**src/lpst_cfg.svh**
```systemverilog
// Timing and pin constants for the long-press power switch timer.
// Assumes a 200 MHz system clock; times are converted to cycle counts here.
`ifndef LPST_CFG_SVH
`define LPST_CFG_SVH

// System clock rate
`define CLOCK_MHZ           200

// Hold delay before the enable output rises, nominal
`define HOLD_DELAY_MS       64'd8000
`define HOLD_CYCLES_DEF     (`HOLD_DELAY_MS * 64'd1000 * `CLOCK_MHZ)

// Longest window in which the test edges must arrive
`define TEST_ENTRY_WINDOW_NS 35000
`define TEST_WINDOW_CYCLES_DEF (`TEST_ENTRY_WINDOW_NS * `CLOCK_MHZ / 1000)

// Short delay from test entry to enable, typical
`define TEST_DELAY_NS       250000
`define TEST_DELAY_CYCLES_DEF (`TEST_DELAY_NS * `CLOCK_MHZ / 1000)

// Rising charger edges that select the test mode
`define TEST_EDGES          7

// Level read from an undriven pin
`define BUTTON_IDLE_LEVEL   1'b1
`define CHARGER_IDLE_LEVEL  1'b0

`endif

```
**src/lpst_pkg.sv**
```systemverilog
// Types shared by the power switch timer and its pin conditioner.
// Assumes the constants header is compiled alongside.
package lpst_pkg;

  // Conditioned pin: level and one-cycle edge pulses
  typedef struct packed {
    logic level;
    logic rose;
    logic fell;
  } pin_t;

  typedef enum logic [1:0] {
    st_idle,
    st_hold,
    st_test,
    st_on
  } state_t;

  typedef struct packed {
    state_t      st;
    logic [31:0] cnt;
    logic [31:0] win;
    logic [2:0]  edges;
    logic        enable;
    logic        started;
  } ctl_t;

endpackage

```
**src/pin_conditioner.sv**
```systemverilog
// Samples one input pin, substitutes the weak-pull level when undriven,
// and flags edges. Assumes the pin is synchronous to clock.
`timescale 1ns/1ps
`default_nettype none

module pin_conditioner #(
  parameter logic IDLE_LEVEL = 1'b0
) (
  input  wire logic          clock,
  input  wire logic          rst_b,
  input  wire logic          pin,
  input  wire logic          driven,
  output var lpst_pkg::pin_t cond
);
  import lpst_pkg::*;

  typedef struct packed {
    logic level;
    logic prev;
  } pin_state_t;

  pin_state_t cur_q;
  pin_state_t nxt_d;

  always_comb begin
    nxt_d       = cur_q;
    nxt_d.prev  = cur_q.level;
    nxt_d.level = driven ? pin : IDLE_LEVEL;
  end

  always_ff @(posedge clock or negedge rst_b) begin
    if (!rst_b) begin
      cur_q <= {IDLE_LEVEL, IDLE_LEVEL};
    end else begin
      cur_q <= nxt_d;
    end
  end

  assign cond.level = cur_q.level;
  assign cond.rose  = cur_q.level & ~cur_q.prev;
  assign cond.fell  = ~cur_q.level & cur_q.prev;

endmodule

`default_nettype wire

```
**src/long_press_power_switch_timer.sv**
```systemverilog
// Long-press power switch timer: hold timer, test mode and enable output.
// Assumes button and charger pins arrive synchronous to clock.
// Notes on behaviour
// - Enable rises after continuous button hold delay
// - Early release clears timer; restart on next press
// - Enable stays high until button falls
// - Enable output is active high
// - Undriven charger reads low, button reads high
// - Charger rising edge also drops enable
`timescale 1ns/1ps
`default_nettype none
`include "lpst_cfg.svh"

module long_press_power_switch_timer #(
  parameter logic [31:0] HOLD_CYCLES        = 32'(`HOLD_CYCLES_DEF),
  parameter logic [31:0] TEST_WINDOW_CYCLES = 32'(`TEST_WINDOW_CYCLES_DEF),
  parameter logic [31:0] TEST_DELAY_CYCLES  = 32'(`TEST_DELAY_CYCLES_DEF)
) (
  input  wire logic clock,
  input  wire logic rst_b,
  input  wire logic power_button_n,
  input  wire logic button_driven,
  input  wire logic charger_present,
  input  wire logic charger_driven,
  output wire logic power_enable
);
  import lpst_pkg::*;

  localparam logic [2:0] LAST_EDGE = 3'(`TEST_EDGES - 1);

  pin_t btn;
  pin_t chg;
  ctl_t cur_q;
  ctl_t nxt_d;

  pin_conditioner #(
    .IDLE_LEVEL (`BUTTON_IDLE_LEVEL)
  ) u_button (
    .clock  (clock),
    .rst_b  (rst_b),
    .pin    (power_button_n),
    .driven (button_driven),
    .cond   (btn)
  );

  pin_conditioner #(
    .IDLE_LEVEL (`CHARGER_IDLE_LEVEL)
  ) u_charger (
    .clock  (clock),
    .rst_b  (rst_b),
    .pin    (charger_present),
    .driven (charger_driven),
    .cond   (chg)
  );

  always_comb begin
    nxt_d         = cur_q;
    nxt_d.started = 1'b1;
    unique case (cur_q.st)
      st_idle: begin
        nxt_d.cnt   = '0;
        nxt_d.win   = '0;
        nxt_d.edges = '0;
        if (btn.fell) begin
          nxt_d.st = st_hold;
        end
      end
      st_hold: begin
        if (btn.rose) begin
          nxt_d.st  = st_idle;
          nxt_d.cnt = '0;
        end else if (cur_q.cnt == HOLD_CYCLES - 32'd1) begin
          nxt_d.st     = st_on;
          nxt_d.enable = 1'b1;
        end else begin
          nxt_d.cnt = cur_q.cnt + 32'd1;
          if (cur_q.win < TEST_WINDOW_CYCLES) begin
            nxt_d.win = cur_q.win + 32'd1;
          end
          // Edges only count inside the entry window
          if (chg.rose && cur_q.win < TEST_WINDOW_CYCLES) begin
            if (cur_q.edges == LAST_EDGE) begin
              nxt_d.st  = st_test;
              nxt_d.cnt = '0;
            end else begin
              nxt_d.edges = cur_q.edges + 3'd1;
            end
          end
        end
      end
      st_test: begin
        if (btn.rose) begin
          nxt_d.st  = st_idle;
          nxt_d.cnt = '0;
        end else if (cur_q.cnt == TEST_DELAY_CYCLES - 32'd1) begin
          nxt_d.st     = st_on;
          nxt_d.enable = 1'b1;
        end else begin
          nxt_d.cnt = cur_q.cnt + 32'd1;
        end
      end
      st_on: begin
        if (btn.fell || chg.rose) begin
          nxt_d.st     = st_idle;
          nxt_d.enable = 1'b0;
        end
      end
    endcase
  end

  always_ff @(posedge clock or negedge rst_b) begin
    if (!rst_b) begin
      cur_q <= '0;
    end else begin
      cur_q <= nxt_d;
    end
  end

  assign power_enable = cur_q.enable;

  // Checks on the design's own behaviour

  property p_hold_rise;
    @(posedge clock) disable iff (!rst_b)
      $rose(power_enable) && $past(cur_q.st) == st_hold
        |-> $past(cur_q.cnt) == HOLD_CYCLES - 32'd1 && !$past(btn.level);
  endproperty
  a_hold_rise: assert property (p_hold_rise)
    else $error("enable rose without a full hold");

  property p_release_clears;
    @(posedge clock) disable iff (!rst_b)
      cur_q.st == st_hold && btn.rose |=> cur_q.st == st_idle && cur_q.cnt == 32'd0
        ##1 (cur_q.st == st_idle || cur_q.st == st_hold && cur_q.cnt == 32'd0);
  endproperty
  a_release_clears: assert property (p_release_clears)
    else $error("early release did not clear the timer");

  property p_enable_holds;
    @(posedge clock) disable iff (!rst_b)
      power_enable && !btn.fell && !chg.rose |=> power_enable;
  endproperty
  a_enable_holds: assert property (p_enable_holds)
    else $error("enable dropped without a cause");

  property p_enable_state;
    @(posedge clock) disable iff (!rst_b)
      power_enable == (cur_q.st == st_on);
  endproperty
  a_enable_state: assert property (p_enable_state)
    else $error("enable does not match on state");

  property p_test_entry;
    @(posedge clock) disable iff (!rst_b)
      cur_q.st == st_hold && !btn.rose && cur_q.cnt != HOLD_CYCLES - 32'd1
        && chg.rose && cur_q.edges == LAST_EDGE && cur_q.win < TEST_WINDOW_CYCLES
        |=> cur_q.st == st_test && !power_enable;
  endproperty
  a_test_entry: assert property (p_test_entry)
    else $error("seventh edge did not enter test mode");

  property p_test_rise;
    @(posedge clock) disable iff (!rst_b)
      $rose(power_enable) && $past(cur_q.st) == st_test
        |-> $past(cur_q.cnt) == TEST_DELAY_CYCLES - 32'd1;
  endproperty
  a_test_rise: assert property (p_test_rise)
    else $error("test delay length wrong");

  property p_idle_levels;
    @(posedge clock) disable iff (!rst_b)
      !button_driven && !charger_driven |=> btn.level && !chg.level;
  endproperty
  a_idle_levels: assert property (p_idle_levels)
    else $error("undriven pins read wrong level");

  property p_charger_drop;
    @(posedge clock) disable iff (!rst_b)
      power_enable && chg.rose |=> !power_enable && cur_q.st == st_idle
        ##1 (cur_q.st == st_idle || cur_q.st == st_hold && cur_q.cnt == 32'd0);
  endproperty
  a_charger_drop: assert property (p_charger_drop)
    else $error("charger edge did not drop enable");

  property p_button_drop;
    @(posedge clock) disable iff (!rst_b)
      power_enable && btn.fell |=> !power_enable && cur_q.st == st_idle;
  endproperty
  a_button_drop: assert property (p_button_drop)
    else $error("button press did not drop enable");

  property p_hold_count;
    @(posedge clock) disable iff (!rst_b)
      cur_q.st == st_hold && !btn.rose && !chg.rose && cur_q.cnt != HOLD_CYCLES - 32'd1
        |=> cur_q.st == st_hold && cur_q.cnt == $past(cur_q.cnt) + 32'd1;
  endproperty
  a_hold_count: assert property (p_hold_count)
    else $error("hold timer did not advance");

  property p_start_low;
    @(posedge clock) disable iff (!rst_b)
      !cur_q.started |-> !power_enable && cur_q.cnt == 32'd0;
  endproperty
  a_start_low: assert property (p_start_low)
    else $error("enable or timer not clear after reset");

  c_hold_on: cover property (@(posedge clock) disable iff (!rst_b)
    cur_q.st == st_hold ##1 cur_q.st == st_on);
  c_test_on: cover property (@(posedge clock) disable iff (!rst_b)
    cur_q.st == st_test ##1 cur_q.st == st_on);
  c_early_release: cover property (@(posedge clock) disable iff (!rst_b)
    cur_q.st == st_hold && btn.rose);
  c_charger_off: cover property (@(posedge clock) disable iff (!rst_b)
    power_enable && chg.rose);
  c_button_off: cover property (@(posedge clock) disable iff (!rst_b)
    power_enable && btn.fell);

endmodule

`default_nettype wire

```
**config.mk**
```make
export PLATFORM = sky130hd
export DESIGN_NAME = long_press_power_switch_timer
export DESIGN_NICKNAME = d
export VERILOG_FILES = /design/src/lpst_pkg.sv /design/src/pin_conditioner.sv /design/src/long_press_power_switch_timer.sv
export VERILOG_INCLUDE_DIRS = /design/src /design/src/src
export SDC_FILE = /design/constraint.sdc
export NUM_CORES = 1
export LEC_CHECK = 0
export ABC_AREA = 1
export CORE_ASPECT_RATIO = 0.9
export CORE_MARGIN = 2
export CORE_UTILIZATION = 33
export DETAILED_ROUTE_END_ITERATION = 16
export DONT_BUFFER_PORTS = 1
export GPL_TIMING_DRIVEN = 0
export PLACE_DENSITY = 0.5
export REMOVE_ABC_BUFFERS = 1
export SYNTH_ARGS = -nofsm -noshare
export SYNTH_HDL_FRONTEND = slang
export SYNTH_HIERARCHICAL = 1
export SYNTH_SLANG_ARGS = --single-unit
export TNS_END_PERCENT = 20
```
**constraint.sdc**
```tcl
create_clock -name clock -period 2.3 [get_ports clock]
set_input_delay 0.69 -clock clock [delete_from_list [all_inputs] [get_ports clock]]
set_output_delay 0.69 -clock clock [all_outputs]
set_load 0.01 [all_outputs]
```
* Word-level counts from Yosys, hierarchy flattened
Cells that the tools add are included.
** Storage, ports and cells
- Register bits :: 74
- Bits of input ports :: 6
- Output and inout port bits :: 1
- Word-level logic and storage cells :: 75
** Cells by class
- Eq/ne operators :: 21
- Add/sub/neg operators :: 3
- Bitwise gates (word level) :: 6
- Reduce and logical (&&, ||, !) cells :: 11
- Muxes and demuxes :: 24
- Magnitude comparators :: 1
** Operators with widths (count)
- $mux 34 :: 4
- $pmux 32 s3 :: 1
- $pmux 35 s2 :: 1
- $mux 67 :: 1
- $add 32x1->32 const B :: 2
- $mux 32 :: 2
- $mux 36 :: 1
- $eq 32x16->1 const B :: 1
- $eq 32x31->1 const B :: 1
- $lt 32x13->1 const B :: 1
- $ne 2x2->1 const B :: 10
- $reduce_and 5->1 :: 2
- $ne 3x3->1 const B :: 3
- $mux 2 :: 4
- $ne 4x4->1 const B :: 2
- $pmux 2 s4 :: 1
- $mux 1 :: 6
- $mux 3 :: 2
- $reduce_and 6->1 :: 1
- $reduce_bool 3->1 :: 2
- $eq 2x2->1 const B :: 2
- $reduce_and 4->1 :: 1
- $add 3x1->3 const B :: 1
- $and 1x1->1 :: 3
- 9 further kinds :: 11

* Depth between registers and ports, before layout
- Depth after elaboration :: 7
- Depth in mapped cells :: 13
- Depth with buffers taken out :: 12

* By module
The synthesis kept the hierarchy.
** By module, submodules not included
- long_press_power_switch_timer :: area an instance 4281.6 um^2, cells an instance 596, times used 1, seq. area each 1751.7 um^2
- pin_conditioner at u_button :: area an instance 82.6 um^2, cells an instance 9, times used 1, seq. area each 52.6 um^2
- pin_conditioner at u_charger :: area an instance 80.1 um^2, cells an instance 9, times used 1, seq. area each 50.0 um^2

* Least setup slack after synthesis
OpenSTA, ideal clock, no wires.
- Path kind :: reg2reg
- Start point :: register cur_q[70] in the netlist's numbering
- End point :: register cur_q[47] in the netlist's numbering
- Setup time :: 121 ps
- Setup slack :: 552 ps
- Arrival time :: 1627 ps
- Cell stages (with the launch flop) :: 11
- Period minus slack after synthesis :: 1748 ps
- Path buffers :: 1
- Required time :: 2179 ps
- Cell sequence :: dfrtp_1 -> inv_1 -> ha_1 -> inv_2 -> nor2_1 -> inv_1 -> nor3_4 -> nor2_4 -> buf_6 -> o211ai_1 -> nor2_1
** Between the ends
- Longest elaborated chain between the ends :: 3
- Elaborated cells on any way between the ends :: 8
- Those cells by class :: eq/ne: 4; mux: 1; reduce/logical: 3
** RTL lines
- from (decl) :: line long_press_power_switch_timer.sv:33 : ctl_t cur_q;
- from (signal assigned) :: line long_press_power_switch_timer.sv:115 : cur_q <= nxt_d;
- $eq 2x2->1, or another cell as far along :: line long_press_power_switch_timer.sv:59 : unique case (cur_q.st)
- $ne 3x3->1 (no source line) or $reduce_bool 3->1 (tied branches)
- $reduce_and 3->1 (no source line)
Parallel ways exist; a longest one is shown, timed or not.
A chain may end at the register's enable or synchronous reset.

* Final worst setup path
- Start point :: register cur_q[70] in the netlist's numbering
- End point :: register cur_q[45] in the netlist's numbering
Same word-level chain as after synthesis.

==> results.tsv <==
metric	value	unit
run status	complete, no violations	
final worst slack	179.2	ps
Pins Over Slew Limit	0	
TritonCTS clock tree	done	
grt met2 use	25.45	%
WP data arrival	2350	ps
Die W	126.0	um
Worst Tran Pin Value	527.7	ps
Syn Inst Count	610	
PortBufs	0	
RSZ-0062 raised after global routing	no	
FF-to-FF path depth	12	
wire per inst	12.78	um
post-layout min period	2121	ps
CP endpoint kind	flip-flop	
Post-Place Setup Slack	-441.3	ps
post-DP HPWL	7040	um
Routed Antenna Nets	0	
DR vias	3732	
top achievable clock speed	0.4715	GHz
CTS Sinks	74	
startpoint types	flip-flop	
1st-iter DRT viols	267	
DIE AREA	14340	um2
global routing's busiest layer	met2	
launch point of the worst path	cur_q[70]	
P&R area growth vs syn	13.81	%
CTS Hold Bufs	0	
Final Cycle Share	92.21	%
worst path required time	2530	ps
I/O pin count	7	
Hold Violations, Final	0	
r2r setup slk	180	ps
clock buffer depth	2	
most common cell after layout, fill and taps aside	nand2_1	
Clk Latency, worst-skew pair	350	ps
die height	113.8	um
first-pass GRT wire length	17560	um
max_slew headroom	64.74	%
Hold Slack	33.47	ps
Fin Clk Skew	6.053	ps
H-tree depth	3	
Core Area	13210	um2
R2R Path End	cur_q[45]	
most frequent cells in the layout	nand2_1 (185), inv_1 (88), nor2_1 (80)	
all-layer global routing usage	15.46	%
Initial Utilization	33.47	%
root buf cell	clkbuf_16	
Vias/cell	4.688	
Yosys Warn Count	6	
Crit Path Max Fanout	10	
vias in the first global route	3613	
Mapped Area	4422	um2
GPL Wtd Cong	0.8132	
P per Cell Area	748.9	nW/um2
antenna cell count	0	
Setup violations, final	0	
DP Area	4562	um2
largest net degree at the start of global routing	75	
worst min path class	in2async	
R2R Path Start	cur_q[70]	
DRC	0	
global route overflow	0	
layout cells sized above 1	9.713	%
Fillers	1415	
WS Path Type	reg2reg	
antenna violations before repair	0	
post-route cell area	5032	um2
met3 Usage GRT	3.612	%
Leak Pwr	2.514	nW
Synth Area per Inst	7.249	um2
CTS clk-pin slew, worst paths	60	ps
number of maximum-capacitance violations	0	
FP Rows	40	
peak supply drop	0.0003460	V
Total Nets Final	638	
first-pass detailed-route iteration total	6	
TritonCTS Buffers	9	
GRT met1 Usage	20.01	%
drt total wl	10170	um
Worst Setup EP	cur_q[45]	
## cell type report
class / count / area, um2 / share of cell area (%)
tap: 168 / 210.2 / 4.177
sequential: 74 / 1854 / 36.85
multi-input combinational: 437 / 2226 / 44.23
clock inverter: 7 / 82.58 / 1.641
inverter: 91 / 346.6 / 6.887
timing repair buffer: 10 / 87.58 / 1.740
clock buffer: 9 / 225.2 / 4.475
## timing repair
item / 4_1_cts / 5_1_grt
cloned: 1 / 0
gates resized for setup: 6 / 9
setup endpoints to repair: 52 / 45
setup buffers: 2 / 8
pin swaps: 2 / 3
## state kept, by name, indices dropped and copies added (netlist names)
| signal | count |
|---|---|
| u_button/cur_q | 1 |
| u_charger/cur_q | 1 |
| cur_q | 69 |
| u_button/cond | 1 |
| power_enable | 1 |
| u_charger/cond | 1 |
## worst min-delay path by stage
stage / startpoint / end / slack (ps)
5_1_grt: rst_b / cur_q[56] / 10
2_1_floorplan: u_charger/cond[2] / u_charger/cur_q[0] / 350
6_report: rst_b / cur_q[56] / 30
4_1_cts: rst_b / cur_q[64] / 20
3_5_place_dp: u_charger/cond[2] / u_charger/cur_q[0] / 380
3_3_place_gp: u_charger/cond[2] / u_charger/cur_q[0] / 380
## layer usage
layer / vias to the layer above / part of all wire [%] / wire [um]
met2: 57 / 47 / 4780
met4: 0 / 1.8 / 183
met3: 12 / 2.9 / 295
met5: - / 0 / 0
li1: 1932 / - / -
met1: 1731 / 48 / 4910
## report_power, final
part           leakage [nW]  internal [mW]  switching [mW]
Sequential             1.02           1.37          0.0635
Clock                 0.151          0.859           0.602
Combinational          1.35          0.244           0.634
## critical path, cell delays in order, from the launching register on
cell	delay [ps]
dfrtp_1	420
inv_1	160
ha_4	180
inv_2	100
nor2_2	130
inv_1	140
nor3_4	260
buf_4	170
nor2_4	40
buf_4	170
a21o_1	150
nand2_1	50
nor2_1	30
## metrics by stage
stage / total power [mW] / cells / setup TNS [ps] / utilization, %
after floorplan: 2.001 / 601 / 0 / -
after global placement: 2.219 / 769 / -6204 / 34.53
after detailed placement: 2.245 / 769 / -7766 / 34.53
after CTS: 3.784 / 788 / 0 / 37.33
after global routing: 4.010 / 796 / 0 / 38.09
final: 3.769 / 796 / 0 / 38.09
No activity file was read; power rests on OpenSTA's default activity.
